**src/design/twmc_pkg.sv**
```systemverilog
// package of constants for the two-timer waveform mode control block
// assumes an axi4-lite master with 32-bit data and aligned word accesses
package twmc_pkg;
	// ************************************************************
	// register map, one block of words per timer
	// ************************************************************
	localparam int          ADDR_W       = 8;
	localparam int          NUM_TIMERS   = 2;
	localparam logic [7:0]  TIMER_STRIDE = 8'h20;
	localparam logic [4:0]  OFS_CTL_A    = 5'h00;
	localparam logic [4:0]  OFS_CTL_B    = 5'h04;
	localparam logic [4:0]  OFS_CMP_A    = 5'h08;
	localparam logic [4:0]  OFS_CMP_B    = 5'h0C;
	localparam logic [4:0]  OFS_CAPTURE  = 5'h10;
	localparam logic [4:0]  OFS_COUNTER  = 5'h14;
	localparam logic [4:0]  OFS_STATUS   = 5'h18;
	// ************************************************************
	// field positions
	// ************************************************************
	localparam int          MODE_A_HI    = 7;
	localparam int          MODE_A_LO    = 6;
	localparam int          MODE_B_HI    = 5;
	localparam int          MODE_B_LO    = 4;
	localparam int          FORCE_A_BIT  = 3;
	localparam int          FORCE_B_BIT  = 2;
	localparam int          WGM_LO_HI    = 1;
	localparam int          WGM_LO_LO    = 0;
	localparam int          WGM_HI_HI    = 4;
	localparam int          WGM_HI_LO    = 3;
	localparam int          OVF_BIT      = 0;
	localparam int          MATCH_A_BIT  = 1;
	localparam int          MATCH_B_BIT  = 2;
	// ************************************************************
	// reset values and counter limits
	// ************************************************************
	localparam logic [7:0]  CTL_RESET    = 8'h00;
	localparam logic [15:0] WORD_RESET   = 16'h0000;
	localparam logic [15:0] BOTTOM       = 16'h0000;
	localparam logic [15:0] MAX_VAL      = 16'hFFFF;
	localparam logic [15:0] TOP_8BIT     = 16'h00FF;
	localparam logic [15:0] TOP_9BIT     = 16'h01FF;
	localparam logic [15:0] TOP_10BIT    = 16'h03FF;
	localparam logic [1:0]  RESP_OKAY    = 2'h0;
	localparam logic [1:0]  RESP_SLVERR  = 2'h2;
	// ************************************************************
	// waveform mode codes and output mode codes
	// ************************************************************
	localparam logic [3:0]  WGM_PFC_OCRA = 4'h9;
	localparam logic [3:0]  WGM_FAST_ICR = 4'hE;
	localparam logic [3:0]  WGM_FAST_OCR = 4'hF;
	localparam logic [1:0]  OM_OFF       = 2'h0;
	localparam logic [1:0]  OM_TOGGLE    = 2'h1;
	localparam logic [1:0]  OM_CLEAR     = 2'h2;
	localparam logic [1:0]  OM_SET       = 2'h3;
	typedef enum logic [1:0] {
		TWMC_NORMAL,
		TWMC_CTC,
		TWMC_FAST,
		TWMC_DUAL
	} twmc_class_t;
endpackage

```
**src/design/twmc_top.sv**
```systemverilog
// two 16-bit timers with waveform mode decode, compare outputs and force strobes
// assumes an axi4-lite master on aclk and port logic outside that muxes the pins
//
// Functional notes
// - nonzero output mode field hands the pin from the port to the waveform, except 01 in pwm modes where that channel does not toggle.
// - non-pwm modes: 00 off, 01 toggle, 10 low, 11 high on match.
// - fast pwm: 10 clears on match sets at top; 11 the reverse.
// - fast pwm 01 toggles channel a only in mode 15; otherwise off.
// - fast pwm, compare equal top with upper bit set: only top action.
// - dual slope: 10 clears on up-match, sets on down-match; 11 opposite.
// - dual slope 01 toggles channel a only in mode 9.
// - force strobes act only in non-pwm modes.
// - force strobe makes an immediate match using the output mode written with it.
// - force sets no flag and never clears the counter.
// - force bits are write-only strobes and read as zero.
// - mode low bits at control a 1:0, high bits in control b.
// - modes 1,2,3,10,11 phase correct; update at top, overflow at bottom.
// - modes 0,4,12 single slope; update immediately, overflow at max.
// - modes 5,6,7,14,15 fast pwm; update and overflow at top.
// - modes 8,9 phase and frequency correct; update and overflow at bottom.
// - dual slope counts bottom to top and back down to bottom.
//
// Design decisions made here: the placing of the registers and the AXI4-Lite slave port.
`timescale 1ns/1ps
module twmc_top (
	input  wire logic                         aclk,
	input  wire logic                         aresetn,
	input  wire logic [twmc_pkg::ADDR_W-1:0]  s_axi_awaddr,
	input  wire logic                         s_axi_awvalid,
	output logic                              s_axi_awready,
	input  wire logic [31:0]                  s_axi_wdata,
	input  wire logic [3:0]                   s_axi_wstrb,
	input  wire logic                         s_axi_wvalid,
	output logic                              s_axi_wready,
	output logic [1:0]                        s_axi_bresp,
	output logic                              s_axi_bvalid,
	input  wire logic                         s_axi_bready,
	input  wire logic [twmc_pkg::ADDR_W-1:0]  s_axi_araddr,
	input  wire logic                         s_axi_arvalid,
	output logic                              s_axi_arready,
	output logic [31:0]                       s_axi_rdata,
	output logic [1:0]                        s_axi_rresp,
	output logic                              s_axi_rvalid,
	input  wire logic                         s_axi_rready,
	output logic [twmc_pkg::NUM_TIMERS-1:0]   wave_pin_a,
	output logic [twmc_pkg::NUM_TIMERS-1:0]   wave_pin_b,
	output logic [twmc_pkg::NUM_TIMERS-1:0]   wave_sel_a,
	output logic [twmc_pkg::NUM_TIMERS-1:0]   wave_sel_b
);
	localparam int NT = twmc_pkg::NUM_TIMERS;

	// ************************************************************
	// mode decode
	// ************************************************************
	function automatic twmc_pkg::twmc_class_t wave_class(input logic [3:0] wgm);
		unique case (wgm)
			4'h1, 4'h2, 4'h3, 4'h8, 4'h9, 4'hA, 4'hB: wave_class = twmc_pkg::TWMC_DUAL;
			4'h5, 4'h6, 4'h7, 4'hE, 4'hF:             wave_class = twmc_pkg::TWMC_FAST;
			4'h4, 4'hC:                               wave_class = twmc_pkg::TWMC_CTC;
			default:                                  wave_class = twmc_pkg::TWMC_NORMAL;
		endcase
	endfunction

	function automatic logic [15:0] wave_top(input logic [3:0] wgm, input logic [15:0] cmp_a,
		input logic [15:0] cap);
		unique case (wgm)
			4'h1, 4'h5:             wave_top = twmc_pkg::TOP_8BIT;
			4'h2, 4'h6:             wave_top = twmc_pkg::TOP_9BIT;
			4'h3, 4'h7:             wave_top = twmc_pkg::TOP_10BIT;
			4'h4, 4'h9, 4'hB, 4'hF: wave_top = cmp_a;
			4'h8, 4'hA, 4'hC, 4'hE: wave_top = cap;
			default:                wave_top = twmc_pkg::MAX_VAL;
		endcase
	endfunction

	// next level of one waveform output
	function automatic logic wave_next(input logic cur, input logic [1:0] om,
		input twmc_pkg::twmc_class_t cls, input logic up, input logic match,
		input logic at_top, input logic eq_top, input logic tog_ok, input logic force_m);
		wave_next = cur;
		unique case (cls)
			twmc_pkg::TWMC_FAST: begin
				if (om == twmc_pkg::OM_TOGGLE) begin
					if (tog_ok && match) wave_next = ~cur;
				end else if (om[1]) begin
					if (at_top) wave_next = ~om[0];
					else if (match && !eq_top) wave_next = om[0];
				end
			end
			twmc_pkg::TWMC_DUAL: begin
				if (om == twmc_pkg::OM_TOGGLE) begin
					if (tog_ok && match) wave_next = ~cur;
				end else if (om[1] && match) begin
					wave_next = up ? om[0] : ~om[0];
				end
			end
			default: begin
				if (match || force_m) begin
					unique case (om)
						twmc_pkg::OM_TOGGLE: wave_next = ~cur;
						twmc_pkg::OM_CLEAR:  wave_next = 1'b0;
						twmc_pkg::OM_SET:    wave_next = 1'b1;
						default:             wave_next = cur;
					endcase
				end
			end
		endcase
	endfunction

	// ************************************************************
	// register bus
	// ************************************************************
	logic                        aw_held;
	logic                        w_held;
	logic [twmc_pkg::ADDR_W-1:0] aw_addr;
	logic [31:0]                 w_data;
	logic [3:0]                  w_strb;
	logic                        bvalid;
	logic                        rvalid;
	logic [31:0]                 rdata;
	logic [1:0]                  bresp;
	logic [1:0]                  rresp;
	logic                        next_aw_held;
	logic                        next_w_held;
	logic [twmc_pkg::ADDR_W-1:0] next_aw_addr;
	logic [31:0]                 next_w_data;
	logic [3:0]                  next_w_strb;
	logic                        next_bvalid;
	logic                        next_rvalid;
	logic [31:0]                 next_rdata;
	logic [1:0]                  next_bresp;
	logic [1:0]                  next_rresp;
	logic                        wr_go;
	logic [31:0]                 rd_word;
	logic                        rd_hit;

	logic [7:0]  ctl_a   [NT];
	logic [7:0]  ctl_b   [NT];
	logic [15:0] cmp_buf_a [NT];
	logic [15:0] cmp_buf_b [NT];
	logic [15:0] capture [NT];
	logic [15:0] counter [NT];
	logic [2:0]  status  [NT];

	assign s_axi_awready = !aw_held;
	assign s_axi_wready  = !w_held;
	assign s_axi_arready = !rvalid;
	assign s_axi_bvalid  = bvalid;
	assign s_axi_bresp   = bresp;
	assign s_axi_rvalid  = rvalid;
	assign s_axi_rdata   = rdata;
	assign s_axi_rresp   = rresp;
	assign wr_go         = aw_held && w_held && !bvalid;

	always_comb begin
		rd_word = 32'h0000_0000;
		rd_hit  = 1'b0;
		for (int t = 0; t < NT; t++) begin
			if (s_axi_araddr[7:5] == 3'(t)) begin
				rd_hit = 1'b1;
				unique case (s_axi_araddr[4:0])
					twmc_pkg::OFS_CTL_A: rd_word = {24'h00_0000,
						ctl_a[t] & 8'hF3};
					twmc_pkg::OFS_CTL_B:   rd_word = {24'h00_0000, ctl_b[t]};
					twmc_pkg::OFS_CMP_A:   rd_word = {16'h0000, cmp_buf_a[t]};
					twmc_pkg::OFS_CMP_B:   rd_word = {16'h0000, cmp_buf_b[t]};
					twmc_pkg::OFS_CAPTURE: rd_word = {16'h0000, capture[t]};
					twmc_pkg::OFS_COUNTER: rd_word = {16'h0000, counter[t]};
					twmc_pkg::OFS_STATUS:  rd_word = {29'h0000_0000, status[t]};
					default:               rd_hit = 1'b0;
				endcase
			end
		end
	end

	always_comb begin
		next_aw_held = aw_held;
		next_w_held  = w_held;
		next_aw_addr = aw_addr;
		next_w_data  = w_data;
		next_w_strb  = w_strb;
		next_bvalid  = bvalid;
		next_bresp   = bresp;
		next_rvalid  = rvalid;
		next_rdata   = rdata;
		next_rresp   = rresp;
		if (s_axi_awvalid && !aw_held) begin
			next_aw_held = 1'b1;
			next_aw_addr = s_axi_awaddr;
		end
		if (s_axi_wvalid && !w_held) begin
			next_w_held = 1'b1;
			next_w_data = s_axi_wdata;
			next_w_strb = s_axi_wstrb;
		end
		if (wr_go) begin
			next_aw_held = 1'b0;
			next_w_held  = 1'b0;
			next_bvalid  = 1'b1;
			next_bresp   = (aw_addr[7:5] < 3'(NT) && aw_addr[4:0] <= twmc_pkg::OFS_STATUS
				&& aw_addr[1:0] == 2'h0) ? twmc_pkg::RESP_OKAY : twmc_pkg::RESP_SLVERR;
		end else if (bvalid && s_axi_bready) begin
			next_bvalid = 1'b0;
		end
		if (s_axi_arvalid && !rvalid) begin
			next_rvalid = 1'b1;
			next_rdata  = rd_word;
			next_rresp  = rd_hit ? twmc_pkg::RESP_OKAY : twmc_pkg::RESP_SLVERR;
		end else if (rvalid && s_axi_rready) begin
			next_rvalid = 1'b0;
		end
	end

	always_ff @(posedge aclk) begin
		if (!aresetn) begin
			aw_held <= 1'b0;
			w_held  <= 1'b0;
			aw_addr <= '0;
			w_data  <= 32'h0000_0000;
			w_strb  <= 4'h0;
			bvalid  <= 1'b0;
			bresp   <= twmc_pkg::RESP_OKAY;
			rvalid  <= 1'b0;
			rdata   <= 32'h0000_0000;
			rresp   <= twmc_pkg::RESP_OKAY;
		end else begin
			aw_held <= next_aw_held;
			w_held  <= next_w_held;
			aw_addr <= next_aw_addr;
			w_data  <= next_w_data;
			w_strb  <= next_w_strb;
			bvalid  <= next_bvalid;
			bresp   <= next_bresp;
			rvalid  <= next_rvalid;
			rdata   <= next_rdata;
			rresp   <= next_rresp;
		end
	end

	// ************************************************************
	// timers
	// ************************************************************
	for (genvar t = 0; t < NT; t++) begin : g_timer
		logic [3:0]            wgm;
		twmc_pkg::twmc_class_t cls;
		logic [15:0]           top;
		logic [15:0]           cmp_a;
		logic [15:0]           cmp_b;
		logic                  up;
		logic                  pin_a;
		logic                  pin_b;
		logic                  sel;
		logic [15:0]           next_cnt;
		logic [15:0]           next_cmp_a;
		logic [15:0]           next_cmp_b;
		logic                  next_up;
		logic                  next_pin_a;
		logic                  next_pin_b;
		logic [7:0]            next_ctl_a;
		logic [7:0]            next_ctl_b;
		logic [15:0]           next_buf_a;
		logic [15:0]           next_buf_b;
		logic [15:0]           next_cap;
		logic [2:0]            next_status;
		logic                  at_top;
		logic                  at_bot;
		logic                  match_a;
		logic                  match_b;
		logic                  force_a;
		logic                  force_b;
		logic                  tog_ok;
		logic                  upd;
		logic                  ovf;
		logic [1:0]            om_a;
		logic [1:0]            om_b;

		assign sel     = wr_go && aw_addr[7:5] == 3'(t);
		assign wgm     = {ctl_b[t][twmc_pkg::WGM_HI_HI:twmc_pkg::WGM_HI_LO],
			ctl_a[t][twmc_pkg::WGM_LO_HI:twmc_pkg::WGM_LO_LO]};
		assign cls     = wave_class(wgm);
		assign top     = wave_top(wgm, cmp_a, capture[t]);
		assign at_top  = counter[t] == top;
		assign at_bot  = counter[t] == twmc_pkg::BOTTOM;
		assign match_a = counter[t] == cmp_a;
		assign match_b = counter[t] == cmp_b;
		assign om_a    = ctl_a[t][twmc_pkg::MODE_A_HI:twmc_pkg::MODE_A_LO];
		assign om_b    = ctl_a[t][twmc_pkg::MODE_B_HI:twmc_pkg::MODE_B_LO];
		assign tog_ok  = (cls == twmc_pkg::TWMC_FAST) ? wgm == twmc_pkg::WGM_FAST_OCR
			: (wgm == twmc_pkg::WGM_PFC_OCRA || wgm == twmc_pkg::WGM_FAST_ICR);
		// strobes exist only for the write cycle, never stored
		assign force_a = sel && aw_addr[4:0] == twmc_pkg::OFS_CTL_A && w_strb[0]
			&& w_data[twmc_pkg::FORCE_A_BIT];
		assign force_b = sel && aw_addr[4:0] == twmc_pkg::OFS_CTL_A && w_strb[0]
			&& w_data[twmc_pkg::FORCE_B_BIT];

		always_comb begin
			next_ctl_a  = ctl_a[t];
			next_ctl_b  = ctl_b[t];
			next_buf_a  = cmp_buf_a[t];
			next_buf_b  = cmp_buf_b[t];
			next_cap    = capture[t];
			next_up     = up;
			upd         = 1'b0;
			ovf         = 1'b0;
			if (sel && aw_addr[4:0] == twmc_pkg::OFS_CTL_A && w_strb[0])
				next_ctl_a = w_data[7:0] & 8'hF3;
			if (sel && aw_addr[4:0] == twmc_pkg::OFS_CTL_B && w_strb[0])
				next_ctl_b = w_data[7:0] & 8'h18;
			for (int b = 0; b < 2; b++) begin
				if (sel && w_strb[b] && aw_addr[4:0] == twmc_pkg::OFS_CMP_A)
					next_buf_a[b*8 +: 8] = w_data[b*8 +: 8];
				if (sel && w_strb[b] && aw_addr[4:0] == twmc_pkg::OFS_CMP_B)
					next_buf_b[b*8 +: 8] = w_data[b*8 +: 8];
				if (sel && w_strb[b] && aw_addr[4:0] == twmc_pkg::OFS_CAPTURE)
					next_cap[b*8 +: 8] = w_data[b*8 +: 8];
			end
			if (cls == twmc_pkg::TWMC_DUAL) begin
				if (up && at_top) begin
					next_up  = 1'b0;
					next_cnt = counter[t] - 16'h0001;
				end else if (!up && at_bot) begin
					next_up  = 1'b1;
					next_cnt = counter[t] + 16'h0001;
					ovf      = 1'b1;
				end else begin
					next_cnt = up ? counter[t] + 16'h0001 : counter[t] - 16'h0001;
				end
				upd = (wgm[3:1] == 3'h4) ? (!up && at_bot) : (up && at_top);
			end else begin
				next_up  = 1'b1;
				next_cnt = at_top ? twmc_pkg::BOTTOM : counter[t] + 16'h0001;
				if (cls == twmc_pkg::TWMC_FAST) begin
					upd = at_top;
					ovf = at_top;
				end else begin
					upd = 1'b1;
					ovf = counter[t] == twmc_pkg::MAX_VAL;
				end
			end
			next_cmp_a  = upd ? cmp_buf_a[t] : cmp_a;
			next_cmp_b  = upd ? cmp_buf_b[t] : cmp_b;
			// forced matches only reach the non-pwm branch of wave_next
			// a forced match acts with the output mode written alongside it
			next_pin_a  = wave_next(pin_a,
				force_a ? next_ctl_a[twmc_pkg::MODE_A_HI:twmc_pkg::MODE_A_LO] : om_a,
				cls, up, match_a, at_top, cmp_a == top, tog_ok, force_a);
			next_pin_b  = wave_next(pin_b,
				force_b ? next_ctl_a[twmc_pkg::MODE_B_HI:twmc_pkg::MODE_B_LO] : om_b,
				cls, up, match_b, at_top, cmp_b == top, 1'b0, force_b);
			// set wins over a same-cycle write-one clear
			next_status = status[t];
			if (sel && aw_addr[4:0] == twmc_pkg::OFS_STATUS && w_strb[0])
				next_status = status[t] & ~w_data[2:0];
			next_status[twmc_pkg::OVF_BIT]     |= ovf;
			next_status[twmc_pkg::MATCH_A_BIT] |= match_a;
			next_status[twmc_pkg::MATCH_B_BIT] |= match_b;
		end

		always_ff @(posedge aclk) begin
			if (!aresetn) begin
				ctl_a[t]     <= twmc_pkg::CTL_RESET;
				ctl_b[t]     <= twmc_pkg::CTL_RESET;
				cmp_buf_a[t] <= twmc_pkg::WORD_RESET;
				cmp_buf_b[t] <= twmc_pkg::WORD_RESET;
				capture[t]   <= twmc_pkg::WORD_RESET;
				counter[t]   <= twmc_pkg::WORD_RESET;
				status[t]    <= 3'h0;
				cmp_a        <= twmc_pkg::WORD_RESET;
				cmp_b        <= twmc_pkg::WORD_RESET;
				up           <= 1'b1;
				pin_a        <= 1'b0;
				pin_b        <= 1'b0;
			end else begin
				ctl_a[t]     <= next_ctl_a;
				ctl_b[t]     <= next_ctl_b;
				cmp_buf_a[t] <= next_buf_a;
				cmp_buf_b[t] <= next_buf_b;
				capture[t]   <= next_cap;
				counter[t]   <= next_cnt;
				status[t]    <= next_status;
				cmp_a        <= next_cmp_a;
				cmp_b        <= next_cmp_b;
				up           <= next_up;
				pin_a        <= next_pin_a;
				pin_b        <= next_pin_b;
			end
		end

		assign wave_pin_a[t] = pin_a;
		assign wave_pin_b[t] = pin_b;
		assign wave_sel_a[t] = om_a != twmc_pkg::OM_OFF && !(om_a == twmc_pkg::OM_TOGGLE
			&& cls inside {twmc_pkg::TWMC_FAST, twmc_pkg::TWMC_DUAL} && !tog_ok);
		assign wave_sel_b[t] = om_b != twmc_pkg::OM_OFF && !(om_b == twmc_pkg::OM_TOGGLE
			&& cls inside {twmc_pkg::TWMC_FAST, twmc_pkg::TWMC_DUAL});
	end
endmodule // twmc_top

```
**config.mk**
```make
export PLATFORM = sky130hd
export DESIGN_NAME = twmc_top
export DESIGN_NICKNAME = d
export VERILOG_FILES = /design/src/design/twmc_pkg.sv /design/src/design/twmc_top.sv
export SDC_FILE = /design/constraint.sdc
export NUM_CORES = 1
export LEC_CHECK = 0
export BUFFER_PORTS_ARGS = -buffer_cell sky130_fd_sc_hd__buf_2
export CELL_PAD_IN_SITES_DETAIL_PLACEMENT = 1
export CELL_PAD_IN_SITES_GLOBAL_PLACEMENT = 2
export CORE_ASPECT_RATIO = 2
export CORE_UTILIZATION = 38
export DETAILED_ROUTE_END_ITERATION = 16
export PLACE_DENSITY = 0.78
export RECOVER_POWER = 50
export SETUP_SLACK_MARGIN = 0.2
export SYNTH_ARGS = -nofsm -noshare
export SYNTH_HDL_FRONTEND = slang
export SYNTH_SLANG_ARGS = --single-unit
```
**constraint.sdc**
```tcl
create_clock -name aclk -period 3.9 [get_ports aclk]
set_input_delay 0.195 -clock aclk [delete_from_list [all_inputs] [get_ports aclk]]
set_output_delay 0.195 -clock aclk [all_outputs]
set_load 0.01 [all_outputs]
```
==> metrics.md <==
| Metric | Value |
|---|---|
| Placer congestion estimate | 1.01 |
| First-pass GRT wire length | 100000 um |
| Number of vias in the routed layout | 15000 |
| Library cells used by synthesis | 88 |
| WP data arrival | 4.02 ns |
| Failing checks | max-capacitance violations, max-slew violations |
| Pin count of the biggest net entering global routing | 177 |
| Placement Rows | 106 |
| Initial antenna violation count | 1 |
| Detailed-route wire length | between 60000 and 70000 um |
| Max frequency | 0.282 GHz |
| DRC marker count from the first detailed-route iteration | 737 |
| Buffer type at the clock tree root | clkbuf_16 |
| DPL Wire Length | between 50000 and 60000 um |
| Average via count per standard cell | between 5 and 6 |
| Share of post-route cells with drive strength above 1 | 12.4% |
| Total Nets Final | just over 2000 |
| Die boundary height | 293 um |
| Effective utilization at floorplan | 38.5% |
| All-layer global routing usage | 31.2% |
| Cell area after synthesis | 16100 um^2 |
| Count of yosys warnings during synthesis | 0 |
| Status | complete, but fails checks |
| Die Footprint | 43200 um^2 |
| Horizontal die dimension | between 100 and 150 um |
| Shortest period the worst path allows | roughly 3.5 ns |
| Largest fanout on the critical path | 10 |
| Count of unresolved DRC violations after routing | 0 |
| Max-Cap Viols | 2 |
| Setup TNS | 0 ns |
| Power density of the placed cells | 341 nW/um^2 |
| Pin slew with the least headroom to its limit | 1.78 ns |
| Share of flip-flops with an asynchronous set or reset | 0% |
| Final worst hold slack | about 0.017 ns |
| Number of I/O port buffers | between 70 and 80 |
| Number of detailed-routing iterations run before antenna repair | 5 |
| Number of global-route vias before repair | between 15000 and 20000 |
| Post-synthesis xor/xnor area fraction | just over 6% |
| Post-Synth Adder-Cell Area | 0.622% |
| Layout area overhead | 15.9% |
| Worst vdd rail ir drop | 333 uV |
| Clock buffer depth | 3 |
| Area fraction in and, or, nand and nor cells after synthesis | a little over a fifth |
| Boundary Pins | between 100 and 150 |
| Critical path capture point type | flip-flop |
| Worst reg-to-reg setup slack | 0.35 ns |
| Hold violation total from the final report | 0 |
| Endpoint required time on the critical path | between 4 and 5 ns |
| Largest family of logic cells by synthesized area | simple AND/OR/NAND/NOR gates |
| HP Class | in -> reg |
| Global route total overflow | 0 |
| Drt wl/cell | 26.2 um |
| Compound-Gate Fraction of Synth Area | 18.6% |
| Core footprint | 41800 um^2 |
| Number of enable-type register cells in the synthesized netlist | 0 |
| Headroom to the max-slew limit | -18.6% |
| CTS buffer count | 26 |
| Post-DRT Antenna Nets | 0 |
| Critical path type | reg -> reg |
| Critical Path Start Type | flip-flop |
| Setup violators final | 0 |
| Total of fill cells in the finished design | 4986 |
| Maximum clock skew at final layout | 0.0332 ns |
| CTS tree | yes |
| Sequential-to-total area share from yosys stat | 33.3% |
| Clock latency reported for the late side of the worst-skew pair | 0.58 ns |
| Mean instance size in the synthesized netlist | 8.41 um^2 |
| Clock transition at the registers of the reported paths | approximately 0.070 ns |
| Syn Inst Count | 1913 |
| Predominant post-synthesis flop cell | dfxtp_1 |
| Flop and latch count out of synthesis | 268 |
| RSZ-0062 raised after global routing | no |
| Final period utilization | about nine tenths |
| Htree depth | 1 |
| Mux share of post-synthesis cell area | 13.4% |
| Leakage power of the design | 7.42 nW |
| Max Transition Viols Final | 38 |
| Clock sink count | 268 |
==> metrics by stage <==
stage | instance area (um^2) | util (%) | instances | worst slack, ns | power [mW]
after floorplan | 16200 | - | 1930 | 0.887 | 3.38
after global placement | 17500 | 41.9 | 2491 | 0.213 | 3.67
after detailed placement | 17500 | 41.9 | 2491 | 0.126 | 3.68
after CTS | 18700 | 44.7 | 2569 | 0.205 | 6.41
after global routing | 18700 | 44.7 | 2570 | 0.223 | 6.59
final | 18700 | 44.7 | 2570 | 0.351 | 6.37
==> timing repair <==
action	4_1_cts	5_1_grt
resized for setup	2	7
setup endpoints to repair	12	44
hold buffers	30	0
buffers inserted	0	0
endpoints found under the hold margin	29	0
==> synthesized netlist by cell type (5+ instances only) <==
library cell / number / area [um^2]
o21ai_0: 52 / 260
or2_2: 5 / 31.3
buf_4: 23 / 173
a22o_1: 7 / 61.3
buf_2: 16 / 80.1
clkbuf_1: 121 / 454
a21boi_0: 49 / 368
nand3_1: 27 / 135
nor4_1: 27 / 169
a31oi_1: 20 / 125
buf_1: 7 / 26.3
dfxtp_1: 268 / 5370
o221ai_1: 20 / 175
nand2b_1: 10 / 62.6
and3_1: 18 / 113
a222oi_1: 9 / 90.1
mux2i_1: 207 / 2070
nand4_1: 17 / 106
a21o_1: 13 / 97.6
a221oi_1: 33 / 289
o21a_1: 8 / 60.1
o211a_1: 20 / 200
a21oi_1: 51 / 255
a211oi_1: 13 / 97.6
or3_1: 5 / 31.3
nand2_1: 172 / 646
mux2_2: 6 / 67.6
o31ai_1: 5 / 37.5
a22oi_1: 13 / 97.6
buf_6: 5 / 56.3
xor2_1: 76 / 666
nor2_1: 134 / 503
ha_1: 8 / 100
and2_1: 5 / 31.3
xnor2_1: 37 / 324
o22ai_1: 45 / 282
nor2b_1: 182 / 1140
nor3_1: 31 / 155
o22a_1: 5 / 43.8
inv_1: 51 / 191
==> power by group <==
| group | switching [mW] | internal (mW) | leakage, nW |
|---|---|---|---|
| Sequential | 0.122 | 2.80 | 2.17 |
| Combinational | 0.459 | 0.268 | 4.81 |
| Clock | 1.21 | 1.50 | 0.441 |
==> critical path, cell delays in order, from the launching register on <==
cell and delay, ns:
dfxtp_1 0.36, buf_4 0.19, nor2_1 0.14, inv_1 0.06, ha_1 0.26, nor2_1 0.13, a21o_1 0.35, nand4_1 0.25
a2111oi_0 0.57, buf_4 0.20, a41o_1 0.31, o311ai_0 0.25, a21o_1 0.22, o21ai_0 0.06, a21oi_1 0.08
==> area by class of cell <==
cell class	instances	area [um^2]	area share (%)
Clock buffer	34	752	4.03
Sequential cell	268	5370	28.8
Multi-Input combinational cell	1437	9880	53.0
Tap cell	540	676	3.62
Antenna cell	1	2.50	0.0134
Inverter	52	195	1.05
Clock inverter	14	144	0.771
Timing Repair Buffer	224	1640	8.78
==> worst paths after layout <==
path	startpoint	end	cells after the start
max reg2reg	ctl_a[0][0]	g_timer[0].pin_a	14
min	aresetn	g_timer[0].up	2
min reg2reg	w_strb[1]	w_strb[1]	2
max	ctl_a[0][0]	g_timer[0].pin_a	14
==> sequential cells by signal, summed over array words and instances (netlist names), 8 cells and up <==
signal and flops:
counter 32, w_data 16, capture 32, cmp_buf_b 32, s_axi_rdata 16, cmp_buf_a 32
aw_addr 8, ctl_a 12, g_timer.cmp_b 32, g_timer.cmp_a 32
==> cells in the final DEF, fill, tap and decap left out, types with 8 or more instances in the layout <==
master / Yosys / routed
buf_4: 23 / 105
a211oi_1: 13 / 13
a21o_1: 13 / 13
dfxtp_1: 268 / 265
a222oi_1: 9 / 9
nand3_1: 27 / 27
nor2_1: 134 / 134
clkbuf_1: 121 / 37
a22oi_1: 13 / 13
o22ai_1: 45 / 45
a21oi_1: 51 / 51
o21a_1: 8 / 8
nor3_1: 31 / 30
buf_12: 0 / 9
xnor2_1: 37 / 37
mux2i_1: 207 / 207
ha_1: 8 / 8
dlygate4sd3_1: 0 / 30
nor4_1: 27 / 23
a221oi_1: 33 / 33
nor2b_1: 182 / 181
nand4_1: 17 / 17
a21boi_0: 49 / 49
o21ai_0: 52 / 52
clkbuf_16: 0 / 27
and3_1: 18 / 18
xor2_1: 76 / 76
buf_2: 16 / 43
conb_1: 1 / 18
nand2b_1: 10 / 10
o211a_1: 20 / 20
o221ai_1: 20 / 20
inv_1: 51 / 51
a31oi_1: 20 / 20
nand2_1: 172 / 172
==> metal layers <==
metal | GRT usage [%] | wire length (um) | vias up
li1 | - | - | 6950
met1 | 28.8 | 22200 | 7475
met2 | 59.7 | 36300 | 345
met3 | 3.12 | 2030 | 190
met4 | 27.7 | 6740 | 0
met5 | 0 | 0 | -
==> cell families (layout without fill, tap and decap cells) <==
family | count (synthesis) | after routing
and+or+nand+nor | 670 | 670
DFF | 268 | 268
adders and majority gates | 8 | 8
AOI/OAI and AO/OA | 414 | 414
muxes | 214 | 214
buffers and inverters | 225 | 324
other | 1 | 19
xor gates and xnor gates | 113 | 113
(Power assumes the default switching activity.)
